$ cat config.mk
export PLATFORM = sky130hd
export DESIGN_NAME = pdr_relay_seq
export DESIGN_NICKNAME = d
export VERILOG_FILES = /design/src/include/pdr_pkg.sv /design/src/hdl/pdr_relay_seq.sv
export VERILOG_INCLUDE_DIRS = /design/src /design/src/include
export SDC_FILE = /design/constraint.sdc
export NUM_CORES = 1
export LEC_CHECK = 0
export BUFFER_PORTS_ARGS = -buffer_cell sky130_fd_sc_hd__buf_4
export CORE_MARGIN = 4
export CORE_UTILIZATION = 55
export CTS_BUF_LIST = sky130_fd_sc_hd__clkbuf_16
export DETAILED_ROUTE_END_ITERATION = 10
export GPL_TIMING_DRIVEN = 0
export PLACE_DENSITY = 0.85
export SYNTH_ARGS = -nofsm -noshare
export SYNTH_HDL_FRONTEND = slang
export SYNTH_SLANG_ARGS = --single-unit
$ cat constraint.sdc
create_clock -name clk -period 2.3 [get_ports clk]
set_input_delay 0.345 -clock clk [delete_from_list [all_inputs] [get_ports clk]]
set_output_delay 0.345 -clock clk [all_outputs]
set_load 0.01 [all_outputs]
$ cat src/include/pdr_consts.svh
`ifndef PDR_CONSTS_SVH
`define PDR_CONSTS_SVH
// register byte offsets
`define PDR_CTRL_OFS 4'h0
`define PDR_STAT_OFS 4'h4
`define PDR_IRQ_OFS 4'h8
`define PDR_MASK_OFS 4'hC
// control field positions
`define PDR_CTRL_START_BIT 0
`define PDR_CTRL_STOP_BIT 1
`define PDR_CTRL_HEAT_BIT 2
`define PDR_CTRL_FLTINV_BIT 3
`define PDR_CTRL_LOADSEL_BIT 4
// reset values
`define PDR_CTRL_RST 8'h00
`define PDR_MASK_RST 4'h0
// debounce time in ns and derived cycle count at 100 MHz
`define PDR_DEB_NS 1000000
`define PDR_CLK_NS 10
`define PDR_DEB_CYC ((`PDR_DEB_NS + `PDR_CLK_NS - 1) / `PDR_CLK_NS)
`endif

$ cat src/include/pdr_pkg.sv
package pdr_pkg;
    typedef enum logic [2:0] {
        PDR_STANDSTILL = 3'b000,
        PDR_DELAY = 3'b001,
        PDR_RELAY_A = 3'b010,
        PDR_NORMAL = 3'b011,
        PDR_OVERLOAD = 3'b100,
        PDR_BRAKE = 3'b101,
        PDR_FAULT_TURN = 3'b110,
        PDR_FAULT_STILL = 3'b111
    } pdr_state_t;
endpackage

$ cat src/hdl/pdr_relay_seq.sv
`timescale 1ns/1ps
`include "pdr_consts.svh"
module pdr_relay_seq #(
    parameter int DEB_CYC = `PDR_DEB_CYC,
    parameter int VAL_W = 12
) (
    input wire logic clk,
    input wire logic rst_b,
    input wire logic clk_en,
    // avalon-mm slave
    input wire logic [3:0] address,
    input wire logic read,
    input wire logic write,
    input wire logic [31:0] writedata,
    output logic [31:0] readdata,
    output logic waitrequest,
    output logic irq,
    // remote terminal inputs (pins)
    input wire logic remote_select_input,
    input wire logic remote_start_input,
    input wire logic remote_stop_b_input,
    input wire logic flange_heat_request,
    // front panel keys (pins)
    input wire logic key_start,
    input wire logic key_stop,
    input wire logic key_heat,
    // pump status from drive (same clock)
    input wire logic drive_fault,
    input wire logic rotor_still,
    input wire logic delay_done,
    input wire logic at_speed,
    input wire logic min_speed_ok,
    input wire logic [VAL_W-1:0] motor_current,
    input wire logic [VAL_W-1:0] rotor_speed,
    input wire logic dip_load_sel,
    // outputs
    output logic [VAL_W-1:0] analog_value,
    output logic vent_valve_output,
    output logic heater_output,
    output logic cooling_output,
    output logic backing_pump_output,
    output logic relay_a,
    output logic fault_relay,
    output logic at_speed_relay,
    output logic valve_heater_output,
    output logic drive_enable
);

////////////////////////////////////////////////////////////////////////////////
// synchronisers and debounce for all seven pins

    localparam int NIN = 7;
    localparam int CW = $clog2(DEB_CYC + 1);
    logic [NIN-1:0] pin_raw;
    logic [NIN-1:0] sync1_reg;
    logic [NIN-1:0] sync2_reg;
    logic [NIN-1:0] deb_reg;
    assign pin_raw = {key_heat, key_stop, key_start, flange_heat_request,
                      remote_stop_b_input, remote_start_input, remote_select_input};

    // two flops; first is read only by the second
    always_ff @(posedge clk or negedge rst_b) begin
        if (!rst_b) begin
            sync1_reg <= 7'h00;
            sync2_reg <= 7'h00;
        end else if (clk_en) begin
            sync1_reg <= pin_raw;
            sync2_reg <= sync1_reg;
        end
    end

    // a level is accepted only after it stayed stable for the whole window
    // the price is DEB_CYC cycles of delay, and a pulse shorter than that is lost
    genvar gi;
    generate
        for (gi = 0; gi < NIN; gi++) begin : g_deb
            logic [CW-1:0] cnt_reg;
            always_ff @(posedge clk or negedge rst_b) begin
                if (!rst_b) begin
                    cnt_reg <= '0;
                    deb_reg[gi] <= 1'b0;
                end else if (clk_en) begin
                    if (sync2_reg[gi] == deb_reg[gi]) begin
                        cnt_reg <= '0;
                    end else if (cnt_reg == CW'(DEB_CYC - 1)) begin
                        cnt_reg <= '0;
                        deb_reg[gi] <= sync2_reg[gi];
                    end else begin
                        cnt_reg <= cnt_reg + CW'(1);
                    end
                end
            end
        end
    endgenerate

    logic rem_sel, rem_start, rem_stop_b, rem_heat, k_start, k_stop, k_heat;
    assign {k_heat, k_stop, k_start, rem_heat, rem_stop_b, rem_start, rem_sel} = deb_reg;

////////////////////////////////////////////////////////////////////////////////
// registers

    logic [7:0] ctrl_reg;
    logic [3:0] irq_reg;
    logic [3:0] mask_reg;
    logic [3:0] irq_ev;
    logic heat_sel_reg;
    pdr_pkg::pdr_state_t state_reg;
    pdr_pkg::pdr_state_t state_next;
    logic wr_ctrl;
    logic wr_irq;
    logic rd_ack_reg;
    // a read waits one cycle so readdata can come from a flop and still stand at the accepting edge;
    // while the clock enable is low every access is held off, or a write would be acknowledged and lost
    assign waitrequest = (read && !rd_ack_reg) || ((read || write) && !clk_en);
    assign wr_ctrl = write && address == `PDR_CTRL_OFS;
    assign wr_irq = write && address == `PDR_IRQ_OFS;

    // control and mask; start/stop bits are self-clearing command pulses
    always_ff @(posedge clk or negedge rst_b) begin
        if (!rst_b) begin
            ctrl_reg <= `PDR_CTRL_RST;
            mask_reg <= `PDR_MASK_RST;
        end else if (clk_en) begin
            ctrl_reg[`PDR_CTRL_START_BIT] <= 1'b0;
            ctrl_reg[`PDR_CTRL_STOP_BIT] <= 1'b0;
            if (wr_ctrl)
                ctrl_reg <= writedata[7:0];
            if (write && address == `PDR_MASK_OFS)
                mask_reg <= writedata[3:0];
        end
    end

    // sticky events, write one to clear; a new event wins over the clear
    always_ff @(posedge clk or negedge rst_b) begin
        if (!rst_b) begin
            irq_reg <= 4'h0;
        end else if (clk_en) begin
            irq_reg <= (irq_reg & ~(wr_irq ? writedata[3:0] : 4'h0)) | irq_ev;
        end
    end
    assign irq = |(irq_reg & mask_reg);

    // read wait state: high in the second cycle of a read, low again once the master has taken the data
    always_ff @(posedge clk or negedge rst_b) begin
        if (!rst_b) begin
            rd_ack_reg <= 1'b0;
        end else if (clk_en) begin
            rd_ack_reg <= read && !rd_ack_reg;
        end
    end

    // read mux, loaded in the wait-state cycle; unmapped reads return zero
    always_ff @(posedge clk or negedge rst_b) begin
        if (!rst_b) begin
            readdata <= 32'h0000_0000;
        end else if (clk_en && read && !rd_ack_reg) begin
            unique case (address)
                `PDR_CTRL_OFS: readdata <= {24'h0, ctrl_reg};
                `PDR_STAT_OFS: readdata <= {26'h0, heat_sel_reg, rem_sel, 1'b0, state_reg};
                `PDR_IRQ_OFS: readdata <= {28'h0, irq_reg};
                `PDR_MASK_OFS: readdata <= {28'h0, mask_reg};
                default: readdata <= 32'h0000_0000;
            endcase
        end
    end

////////////////////////////////////////////////////////////////////////////////
// command selection: remote inputs or panel keys plus software

    // panel keys and software start/stop share one path; a held key behaves like a repeated command
    logic cmd_start, cmd_stop, cmd_heat_on, cmd_heat_tgl, k_heat_d_reg;
    // remote stop is active low and dominant over start
    assign cmd_stop = rem_sel ? !rem_stop_b : (k_stop || ctrl_reg[`PDR_CTRL_STOP_BIT]);
    assign cmd_start = rem_sel ? (rem_start && rem_stop_b)
                               : (k_start || ctrl_reg[`PDR_CTRL_START_BIT]);
    assign cmd_heat_on = rem_heat;
    assign cmd_heat_tgl = k_heat && !k_heat_d_reg;

    // heating selection: remote level, or panel key toggles, or software bit
    always_ff @(posedge clk or negedge rst_b) begin
        if (!rst_b) begin
            k_heat_d_reg <= 1'b0;
            heat_sel_reg <= 1'b0;
        end else if (clk_en) begin
            k_heat_d_reg <= k_heat;
            if (rem_sel)
                heat_sel_reg <= cmd_heat_on;
            else if (cmd_heat_tgl)
                heat_sel_reg <= !heat_sel_reg;
            else if (wr_ctrl)
                heat_sel_reg <= writedata[`PDR_CTRL_HEAT_BIT];
        end
    end

////////////////////////////////////////////////////////////////////////////////
// operating state machine

    // stop and drive faults are tested before any progress, so they always win over start
    always_comb begin
        state_next = state_reg;
        unique case (state_reg)
            pdr_pkg::PDR_STANDSTILL:
                if (drive_fault) state_next = pdr_pkg::PDR_FAULT_STILL;
                else if (cmd_start && !cmd_stop) state_next = pdr_pkg::PDR_DELAY;
            pdr_pkg::PDR_DELAY:
                if (drive_fault) state_next = pdr_pkg::PDR_FAULT_TURN;
                else if (cmd_stop) state_next = pdr_pkg::PDR_BRAKE;
                else if (delay_done) state_next = pdr_pkg::PDR_RELAY_A;
            pdr_pkg::PDR_RELAY_A, pdr_pkg::PDR_NORMAL, pdr_pkg::PDR_OVERLOAD:
                if (drive_fault) state_next = pdr_pkg::PDR_FAULT_TURN;
                else if (cmd_stop) state_next = pdr_pkg::PDR_BRAKE;
                else if (at_speed) state_next = pdr_pkg::PDR_NORMAL;
                else if (min_speed_ok) state_next = pdr_pkg::PDR_OVERLOAD;
                else if (state_reg != pdr_pkg::PDR_RELAY_A) state_next = pdr_pkg::PDR_FAULT_TURN;
            pdr_pkg::PDR_BRAKE:
                if (drive_fault) state_next = pdr_pkg::PDR_FAULT_TURN;
                else if (rotor_still) state_next = pdr_pkg::PDR_STANDSTILL;
            pdr_pkg::PDR_FAULT_TURN:
                if (rotor_still) state_next = pdr_pkg::PDR_FAULT_STILL;
            pdr_pkg::PDR_FAULT_STILL:
                // only a stop clears it, and only once the cause is gone
                if (cmd_stop && !drive_fault && rotor_still) state_next = pdr_pkg::PDR_STANDSTILL;
        endcase
    end

    // clock enable low holds the state, as it holds every other flop
    always_ff @(posedge clk or negedge rst_b) begin
        if (!rst_b)
            state_reg <= pdr_pkg::PDR_STANDSTILL;
        else if (clk_en)
            state_reg <= state_next;
    end

    // state decodes shared by the event flags, the relay drive and the drive enable
    function automatic logic is_fault(input pdr_pkg::pdr_state_t st);
        return st == pdr_pkg::PDR_FAULT_TURN || st == pdr_pkg::PDR_FAULT_STILL;
    endfunction

    function automatic logic is_up_to_speed(input pdr_pkg::pdr_state_t st);
        return st == pdr_pkg::PDR_NORMAL || st == pdr_pkg::PDR_OVERLOAD;
    endfunction

    // events: entered fault, reached normal, reached standstill, fault cleared
    logic in_fault;
    assign in_fault = is_fault(state_next);
    assign irq_ev = {state_reg == pdr_pkg::PDR_FAULT_STILL && state_next == pdr_pkg::PDR_STANDSTILL,
                     state_reg != pdr_pkg::PDR_STANDSTILL && state_next == pdr_pkg::PDR_STANDSTILL,
                     state_reg != pdr_pkg::PDR_NORMAL && state_next == pdr_pkg::PDR_NORMAL,
                     in_fault && !is_fault(state_reg)}
                    & {4{clk_en}};

////////////////////////////////////////////////////////////////////////////////
// relay outputs, registered from the next state

    always_ff @(posedge clk or negedge rst_b) begin
        if (!rst_b) begin
            vent_valve_output <= 1'b0;
            heater_output <= 1'b0;
            cooling_output <= 1'b0;
            backing_pump_output <= 1'b0;
            relay_a <= 1'b0;
            fault_relay <= 1'b0;
            at_speed_relay <= 1'b0;
            drive_enable <= 1'b0;
            valve_heater_output <= 1'b0;
            analog_value <= '0;
        end else if (clk_en) begin
            unique case (state_next)
                pdr_pkg::PDR_DELAY:
                    {vent_valve_output, cooling_output, backing_pump_output, relay_a, at_speed_relay} <= 5'b10110;
                pdr_pkg::PDR_RELAY_A:
                    {vent_valve_output, cooling_output, backing_pump_output, relay_a, at_speed_relay} <= 5'b11110;
                pdr_pkg::PDR_NORMAL, pdr_pkg::PDR_OVERLOAD:
                    {vent_valve_output, cooling_output, backing_pump_output, relay_a, at_speed_relay} <= 5'b11101;
                pdr_pkg::PDR_BRAKE, pdr_pkg::PDR_FAULT_TURN:
                    {vent_valve_output, cooling_output, backing_pump_output, relay_a, at_speed_relay} <= 5'b01100;
                default:
                    {vent_valve_output, cooling_output, backing_pump_output, relay_a, at_speed_relay} <= 5'b00000;
            endcase
            heater_output <= heat_sel_reg && is_up_to_speed(state_next);
            // normally closed unless inverted by the option bit
            fault_relay <= !in_fault ^ ctrl_reg[`PDR_CTRL_FLTINV_BIT];
            // motor drive only while accelerating or at speed; braking is left to the drive itself
            drive_enable <= state_next == pdr_pkg::PDR_RELAY_A || is_up_to_speed(state_next);
            valve_heater_output <= 1'b1;
            analog_value <= (dip_load_sel || ctrl_reg[`PDR_CTRL_LOADSEL_BIT])
                            ? motor_current : rotor_speed;
        end
    end

endmodule // pdr_relay_seq

Yosys cells after proc, flatten, opt, wreduce, memory -nomap -nowiden
Index checks and enable logic that the tools add are counted.
W data, S select, Z words.
{"block": "totals", "ff_bits": 215, "inputBits": 78, "word_cells": 188}
{"block": "op_classes", "add_sub_neg": 7, "n_eq_ne": 33, "muxes": 43, "bitwise_logic": 13, "n_reduce_logical": 57}
{"cell": "$mux W17", "count": 14}
{"cell": "$add A17 B1 Y17 const B", "count": 7}
{"cell": "$eq A17 B17 Y1 const B", "count": 7}
{"cell": "$mux W3", "count": 14}
{"cell": "$pmux W8 S4", "count": 1}
{"cell": "$eq A3 B3 Y1 const B", "count": 8}
{"cell": "$reduce_and A3 Y1", "count": 7}
{"cell": "$pmux W3 S6", "count": 1}
{"cell": "$logic_and A1 B1 Y1", "count": 17}
{"cell": "$and A4 B4 Y4", "count": 3}
{"cell": "$eq A3 B2 Y1 const B", "count": 4}
{"cell": "$mux W12", "count": 1}
{"cell": "$mux W1", "count": 10}
{"cell": "$logic_not A1 Y1", "count": 9}
{"cell": "$logic_or A1 B1 Y1", "count": 9}
{"cell": "$eq A4 B4 Y1 const B", "count": 2}
{"cell": "$reduce_or A4 Y1", "count": 2}
{"cell": "$eq A1 B1 Y1", "count": 7}
{"cell": "$not A1 Y1", "count": 7}
{"cell": "$eq A3 B1 Y1 const B", "count": 2}
{"cell": "$logic_not A3 Y1", "count": 2}
{"cell": "$ne A3 B2 Y1 const B", "count": 2}
{"cell": "$reduce_and A2 Y1", "count": 3}
{"cell": "$reduce_bool A3 Y1", "count": 2}
{"cell": "11 further kinds", "count": 12}

Longest topological paths before layout
Gate-level depths: netlist of the first run.
{"block": "logic_depth", "depth_word": 12, "mapped_depth": 9, "ltp_nobuf": 8}

Worst setup path after synthesis of the first run
Ideal clock, no wire load.
{"block": "synth_path", "kind": "register to register", "startpoint": "reg g_deb[4].cnt_reg[13]", "endpoint": "reg g_deb[4].cnt_reg[7]", "setup_ns": 0.126, "t_arrival_ns": 2.037, "required_ns": 2.174, "path_slack_ns": 0.137, "stages_incl_launch_ff": 9, "path_buffers": 1, "cell_sequence": "dfrtp_1 or4_1 or4_4 nor3_4 or2_4 buf_6 a31oi_2 o21ai_2 o31ai_1"}
{"block": "synth_via", "elab_chain_cells": 3}
{"item": "start, declared", "line": "pdr_relay_seq.sv:77", "text": "logic [CW-1:0] cnt_reg;"}
{"item": "start signal, assigned", "line": "pdr_relay_seq.sv:89", "text": "cnt_reg <= cnt_reg + CW'(1);"}
{"item": "$eq A17 B17 Y1", "line": "pdr_relay_seq.sv:85", "text": "end else if (cnt_reg == CW'(DEB_CYC - 1)) begin"}
{"item": "$mux W17", "line": "pdr_relay_seq.sv:85"}
{"item": "$mux W17", "line": "pdr_relay_seq.sv:83", "text": "if (sync2_reg[gi] == deb_reg[gi]) begin"}
No other way between the ends.
A chain may end at the register's enable or synchronous reset.

Worst setup path in the final report of the first run
{"block": "layout_path", "startpoint": "reg g_deb[4].cnt_reg[13]", "endpoint": "reg g_deb[4].cnt_reg[6]"}
Same word-level chain as after synthesis.

==> metrics.cfg, run 1 <==
[yosys]
yosysTopAreaCell = dfrtp_1
syn_avg_cell_area_um2 = 9.47
synthFlopType = dfrtp_1
async_reset_ff_frac = 1.00
ys_seq_area_frac = 0.483
yosysTopAreaCellShare = 0.483
synth_seq_cells = 191
synth-edff-count = 0
synth_area_leaders = dfrtp_1 (48%), nand2_1 (5.7%), mux2_2 (4.1%), o21ai_0 (4.1%), nor2_1 (3.5%)
syn_inst = 1045
syn_area_um2 = 9890
yosysUniqueCellTypes = 66
ys_warn_count = 0

[setup_path]
slowest_stage = or4_1
worst-setup-path-type = reg2reg
crit_top_cell = o21ai_1
rr_startpoint = g_deb[4].cnt_reg[13]$_DFFE_PN0P_
required_ns = 2.61
crit_arrival_ns = 2.65
cp_cell_sequence = or4_1 > or4_4 > nor3_4 > or2_4 > buf_4 > o21ai_1 > nand2_1 > o21ai_1
cp_top_family = simple AND/OR/NAND/NOR gates
worstPathMaxFanout = 5
end_kind = flip-flop
critPathBufInv = 1
crit_path_start = g_deb[4].cnt_reg[13]$_DFFE_PN0P_
critPathMaxStageDelay_ns = 0.52
cp-start-kind = flip-flop

[route]
postRouteWirelength_um = 25100
wl_per_cell_um = 17.6
first_pass_iters = 5
drt-initial-drc-count = 766
ant_nets = 0
avgViaCountPerCell = 6.05
drc = 0
vias = 8629

[floorplanning]
fp.coreArea_um2 = 17500
die_x_um = 142
rows = 48
die_y_um = 142
dieArea_um2 = 20200
start_util = 0.566
io_pins = 133

[sta]
fmax_mhz = 427
worst_pin_slew_ns = 0.789
hold_violations = 0
drv_slew = 0
whs_ns = 0.143
slew_headroom = 0.474
layout_setup_ws_ns = -0.0439
period_minus_slack_ns = 2.34
finalCritPeriodShare = 1.02
finalSetupViolCount = 5
rsz0062_at_grt = true
fin_skew_ns = 0.00892

[cts]
cts_root_buf = clkbuf_16
max-clock-path-buffers = 2
clk-insertion-delay-late_ns = 0.44
cts_sinks = 191
ctsHtreeMaxLevel = 4
numCtsBuffers = 17
cts_tree = done
path_clk_slew_ns = 0.07

[finish]
antennaDiodeCount = 0
area.growth.synth_to_final_pct = 18.6
drive_gt1_frac = 0.198
largest_register_ffs = 119
fin_cells = 1426
fin_nets = 1273

[global_route]
grt_antenna_before_repair = 0
grt_overflow = 0
grt_first_pass_wirelength_um = 40200
grt_pass1_vias = 8188
grt_max_degree = 129
grt_util_all_layers = 0.244

[placed_design]
dp_hpwl_um = 16600
gp_congestion = 0.884
io_buffers = 81
dp.cells = 1375

[outcome]
status = complete, but fails checks
violations = setup timing

[pwr]
pwr-share-clk = 0.302
powerDensity_nw_per_um2 = 746
p_int_mw = 6.03
pwr-share-comb = 0.253
p_leak_nw = 5.30
power_switching_mw = 2.73
ir_drop_mv = 0.579
swShare = 0.312
seq_power_share = 0.444

[run]
drv_cap = 0

[hold_path]
hp-class = in2reg
hold_path.startpoint = writedata[6]

==> area by class of cell <==
class,count,area (um2)
fillers,1291,5740
multi-input cells,793,4900
flip-flops and latches,191,4780
repair buffers,106,847
clock buffers,17,425
plain buffers,65,372
well taps,225,282
clock inverters,15,81.3
inverters,14,52.6
==> what timing repair did <==
item | 4_1_cts | 5_1_grt
buffers inserted | 10 | 12
pin swaps | 2 | 17
gates resized for setup | 17 | 25
hold buffers | 1 | 0
cloned | 0 | 1
endpoints found under the hold margin | 63 | 0
setup endpoints to repair | 85 | 81
==> path summary, 6_finish.rpt <==
check                           cells past startpoint  slack [ns]                                to
worst max register to register                      8       -0.04   g_deb[4].cnt_reg[6]$_DFFE_PN0P_
worst min-delay path                                2        0.14           ctrl_reg[6]$_DFFE_PN0P_
max in group asynchronous                           3        0.88           readdata[6]$_DFFE_PN0P_
worst min register to register                      1        0.48   valve_heater_output$_DFFE_PN0P_
min in group asynchronous                           2        0.45  g_deb[2].cnt_reg[15]$_DFFE_PN0P_
worst max-delay path                                8       -0.04   g_deb[4].cnt_reg[6]$_DFFE_PN0P_
==> routing by layer <==
layer,wire [um],up-vias,GRT usage,share of wire
met1,9980,4180,0.314,0.40
met4,713,0,0.0864,0.028
met3,1920,70,0.0548,0.076
li1,-,3955,-,-
met2,12500,424,0.407,0.50
met5,0,-,0,0
==> metrics by stage <==
| step | setup TNS [ns] | power, mW | setup slack (ns) | instance area [um2] | util |
|---|---|---|---|---|---|
| after floorplan | 0 | 5.13 | 0.137 | 9980 | - |
| after global placement | -111.50 | 5.74 | -1.06 | 10900 | 0.622 |
| after detailed placement | -49.96 | 5.80 | -1.04 | 10900 | 0.624 |
| after CTS | 0 | 8.53 | 0.00370 | 11600 | 0.661 |
| after global routing | -0.838 | 9.11 | -0.0904 | 11700 | 0.672 |
| final | -0.115 | 8.75 | -0.0439 | 11700 | 0.672 |
==> cell usage in the layout (no fill, tap or decap), drive strengths merged, types with 12 or more instances in the layout <==
| cell | instances |
|---|---|
| dfrtp | 191 |
| nand2 | 149 |
| inv | 17 |
| o21ai | 106 |
| a22o | 14 |
| clkinv | 12 |
| o31ai | 21 |
| and3 | 37 |
| conb | 24 |
| nand3 | 49 |
| nand4 | 18 |
| a21oi | 28 |
| nor2 | 93 |
| mux2 | 36 |
| mux2i | 23 |
| xnor2 | 19 |
| nor3 | 22 |
| nand2b | 15 |
| buf | 142 |
| clkbuf | 45 |
| xor2 | 27 |
==> cells in the mapped netlist (7+ instances only) <==
| master | n |
|---|---|
| dfrtp_1 | 191 |
| nand2_1 | 149 |
| nor2_1 | 93 |
| o21ai_0 | 81 |
| nand3_1 | 49 |
| and3_1 | 37 |
| mux2_2 | 36 |
| clkbuf_1 | 31 |
| xor2_1 | 27 |
| a21oi_1 | 26 |
| buf_4 | 24 |
| o21ai_1 | 24 |
| mux2i_1 | 23 |
| o31ai_1 | 21 |
| nor3_1 | 20 |
| xnor2_1 | 19 |
| nand4_1 | 18 |
| nand2b_1 | 15 |
| a22o_1 | 14 |
| inv_1 | 14 |
| o2bb2ai_1 | 11 |
| or3_1 | 9 |
| nor2b_1 | 8 |
| buf_1 | 7 |
| buf_2 | 7 |
| ha_1 | 7 |
| nor4_1 | 7 |
==> power by group through the flow <==
| stage | Sequential [mW] | Clock, mW | Combinational [mW] |
|---|---|---|---|
| after floorplan | 3.93 | 0 | 1.21 |
| after global placement | 3.92 | 0 | 1.82 |
| after detailed placement | 3.94 | 0 | 1.87 |
| after CTS | 3.88 | 2.65 | 2.00 |
| after global routing | 3.92 | 2.79 | 2.41 |
| final | 3.89 | 2.65 | 2.22 |
==> cell families after synthesis <==
logic type	share of synthesized area
adder cells (fa/ha/maj)	0.00885
other	0.000379
AND/OR/NAND/NOR	0.215
flip-flops	0.483
XOR/XNOR	0.0407
buffers and inverters	0.0426
multiplexers	0.0711
AO/OA/AOI/OAI	0.138
Power figures use the tool's default switching activity.
==> run 2: changes to the inputs <==
- CORE_UTILIZATION: 55 -> 58
- CTS_BUF_LIST: sky130_fd_sc_hd__clkbuf_16 -> sky130_fd_sc_hd__clkbuf_4 sky130_fd_sc_hd__clkbuf_8 sky130_fd_sc_hd__clkbuf_16
- PLACE_DENSITY: 0.85 -> 0.88
==> metrics.cfg, run 2 (same netlist as run 1, synthesis figures left out) <==
[global_route]
grt_max_degree = 127
grt_busiest_layer = met2
met1_usage = 0.337
grt_pass1_vias = 8449
grt_first_pass_wirelength_um = 41600
grt_overflow = 0
grt_use_met2 = 0.437
grt_util_all_layers = 0.263
grt_antenna_before_repair = 0
use_met3 = 0.0679

[route]
postRouteWirelength_um = 26800
drc = 0
drt-initial-drc-count = 1101
first_pass_iters = 6
wl_per_cell_um = 18.8
vias = 8807
avgViaCountPerCell = 6.19
ant_nets = 0

[cts]
cts_sinks = 191
max-clock-path-buffers = 2
cts_root_buf = clkbuf_16
path_clk_slew_ns = 0.08
cts_tree = done
clk-insertion-delay-late_ns = 0.45
ctsHtreeMaxLevel = 4
numCtsBuffers = 17

[sta]
hold_violations = 0
rsz0062_at_grt = true
setup_tns_ns = -0.188
finalSetupViolCount = 9
period_minus_slack_ns = 2.36
fin_skew_ns = 0.0129
finalCritPeriodShare = 1.03
layout_setup_ws_ns = -0.0609
slew_headroom = 0.406
fmax_mhz = 424
drv_slew = 0
worst_pin_slew_ns = 0.891

[finish]
layout_commonest_cell = dfrtp_1
drive_gt1_frac = 0.219
area.growth.synth_to_final_pct = 21.0
largest_register_ffs = 119
antennaDiodeCount = 0
final_cell_mix = dfrtp_1 (191), nand2_1 (146), buf_4 (123), nor2_1 (91), o21ai_0 (79)
fin_nets = 1275

[setup_path]
worstPathMaxFanout = 5
crit_arrival_ns = 2.69
cp-start-kind = flip-flop
end_kind = flip-flop
required_ns = 2.63
worst-setup-path-type = reg2reg

[hold_path]
hp-class = in2reg

[pwr]
ir_drop_mv = 0.653
powerDensity_nw_per_um2 = 787
finalPower_mw = 9.42
p_leak_nw = 5.40

[run]
drv_cap = 0

[outcome]
status = complete, but fails checks
violations = setup timing

[floorplanning]
rows = 47
die_y_um = 139
io_pins = 133
fp.coreArea_um2 = 16600
start_util = 0.594
die_x_um = 139
dieArea_um2 = 19200

[placed_design]
gp_congestion = 0.894
dp_hpwl_um = 16800
io_buffers = 81

run 2: cell types whose count changed in the layout (fill, tap and decap cells not counted), sizes merged:
cell      change
buf           +1
clkbuf        +6
clkinvlp      +1
clkinv        -7
bufinv        +3
inv           -2
run 2: per-layer routing:
layer / up-vias / share of wire / wire length [um]
met5: - / 0 / 0
li1: 3959 / - / -
met4: 0 / 0.039 / 1040
met2: 503 / 0.49 / 13100
met1: 4239 / 0.39 / 10400
met3: 106 / 0.082 / 2190
run 2: cell type report:
cell class | count | area, um2
Clock buffer | 22 | 475
Sequential cell | 191 | 4780
Timing Repair Buffer | 106 | 867
Tap cell | 220 | 275
Clock inverter | 10 | 135
Inverter | 14 | 52.6
Fill cell | 1065 | 4670
Buffer | 67 | 390
Multi-Input combinational cell | 793 | 5000
run 2: critical path: stages (launching register included):
cell and delay [ns]:
dfrtp_1 0.43, or4_1 0.47, or4_4 0.52, nor3_4 0.17
or2_4 0.22, buf_8 0.14, a31oi_2 0.04, o21ai_2 0.16
o31ai_2 0.09
run 2: metrics by stage:
step | utilization | setup slack (ns) | area [um2] | hold WS, ns | std cells
after detailed placement | 0.655 | -1.04 | 10900 | 0.319 | 1370
after floorplan | - | 0.137 | 9980 | 0.0494 | 1068
after CTS | 0.702 | 0.00294 | 11700 | 0.128 | 1411
final | 0.719 | -0.0609 | 12000 | 0.127 | 1423
after global routing | 0.719 | -0.129 | 12000 | 0.128 | 1423
after global placement | 0.653 | -1.01 | 10900 | 0.453 | 1369
run 2: worst paths after layout:
path | endpoint | slack, ns | cells after the start | from
max reg2reg | g_deb[4].cnt_reg[7]$_DFFE_PN0P_ | -0.06 | 8 | g_deb[4].cnt_reg[12]$_DFFE_PN0P_
min | sync1_reg[1]$_DFFE_PN0P_ | 0.13 | 2 | remote_start_input
min reg2reg | g_deb[5].cnt_reg[10]$_DFFE_PN0P_ | 0.48 | 1 | g_deb[5].cnt_reg[10]$_DFFE_PN0P_
max | g_deb[4].cnt_reg[7]$_DFFE_PN0P_ | -0.06 | 8 | g_deb[4].cnt_reg[12]$_DFFE_PN0P_
min in group asynchronous | g_deb[4].cnt_reg[6]$_DFFE_PN0P_ | 0.43 | 2 | rst_b
max in group asynchronous | g_deb[3].cnt_reg[12]$_DFFE_PN0P_ | 0.89 | 3 | rst_b
run 2: report_power, final:
part	internal [mW]	switching, mW	total [mW]
logic	1.08	1.31	2.39
registers	3.65	0.256	3.91
clock network	1.80	1.32	3.12
run 2: repair_timing:
action,4_1_cts,5_1_grt
hold buffers,1,0
setup buffers,8,14
endpoints found under the setup margin,98,87
pin swaps,3,22
hold endpoints to repair,65,0
gates resized for setup,24,47
gates cloned,0,1
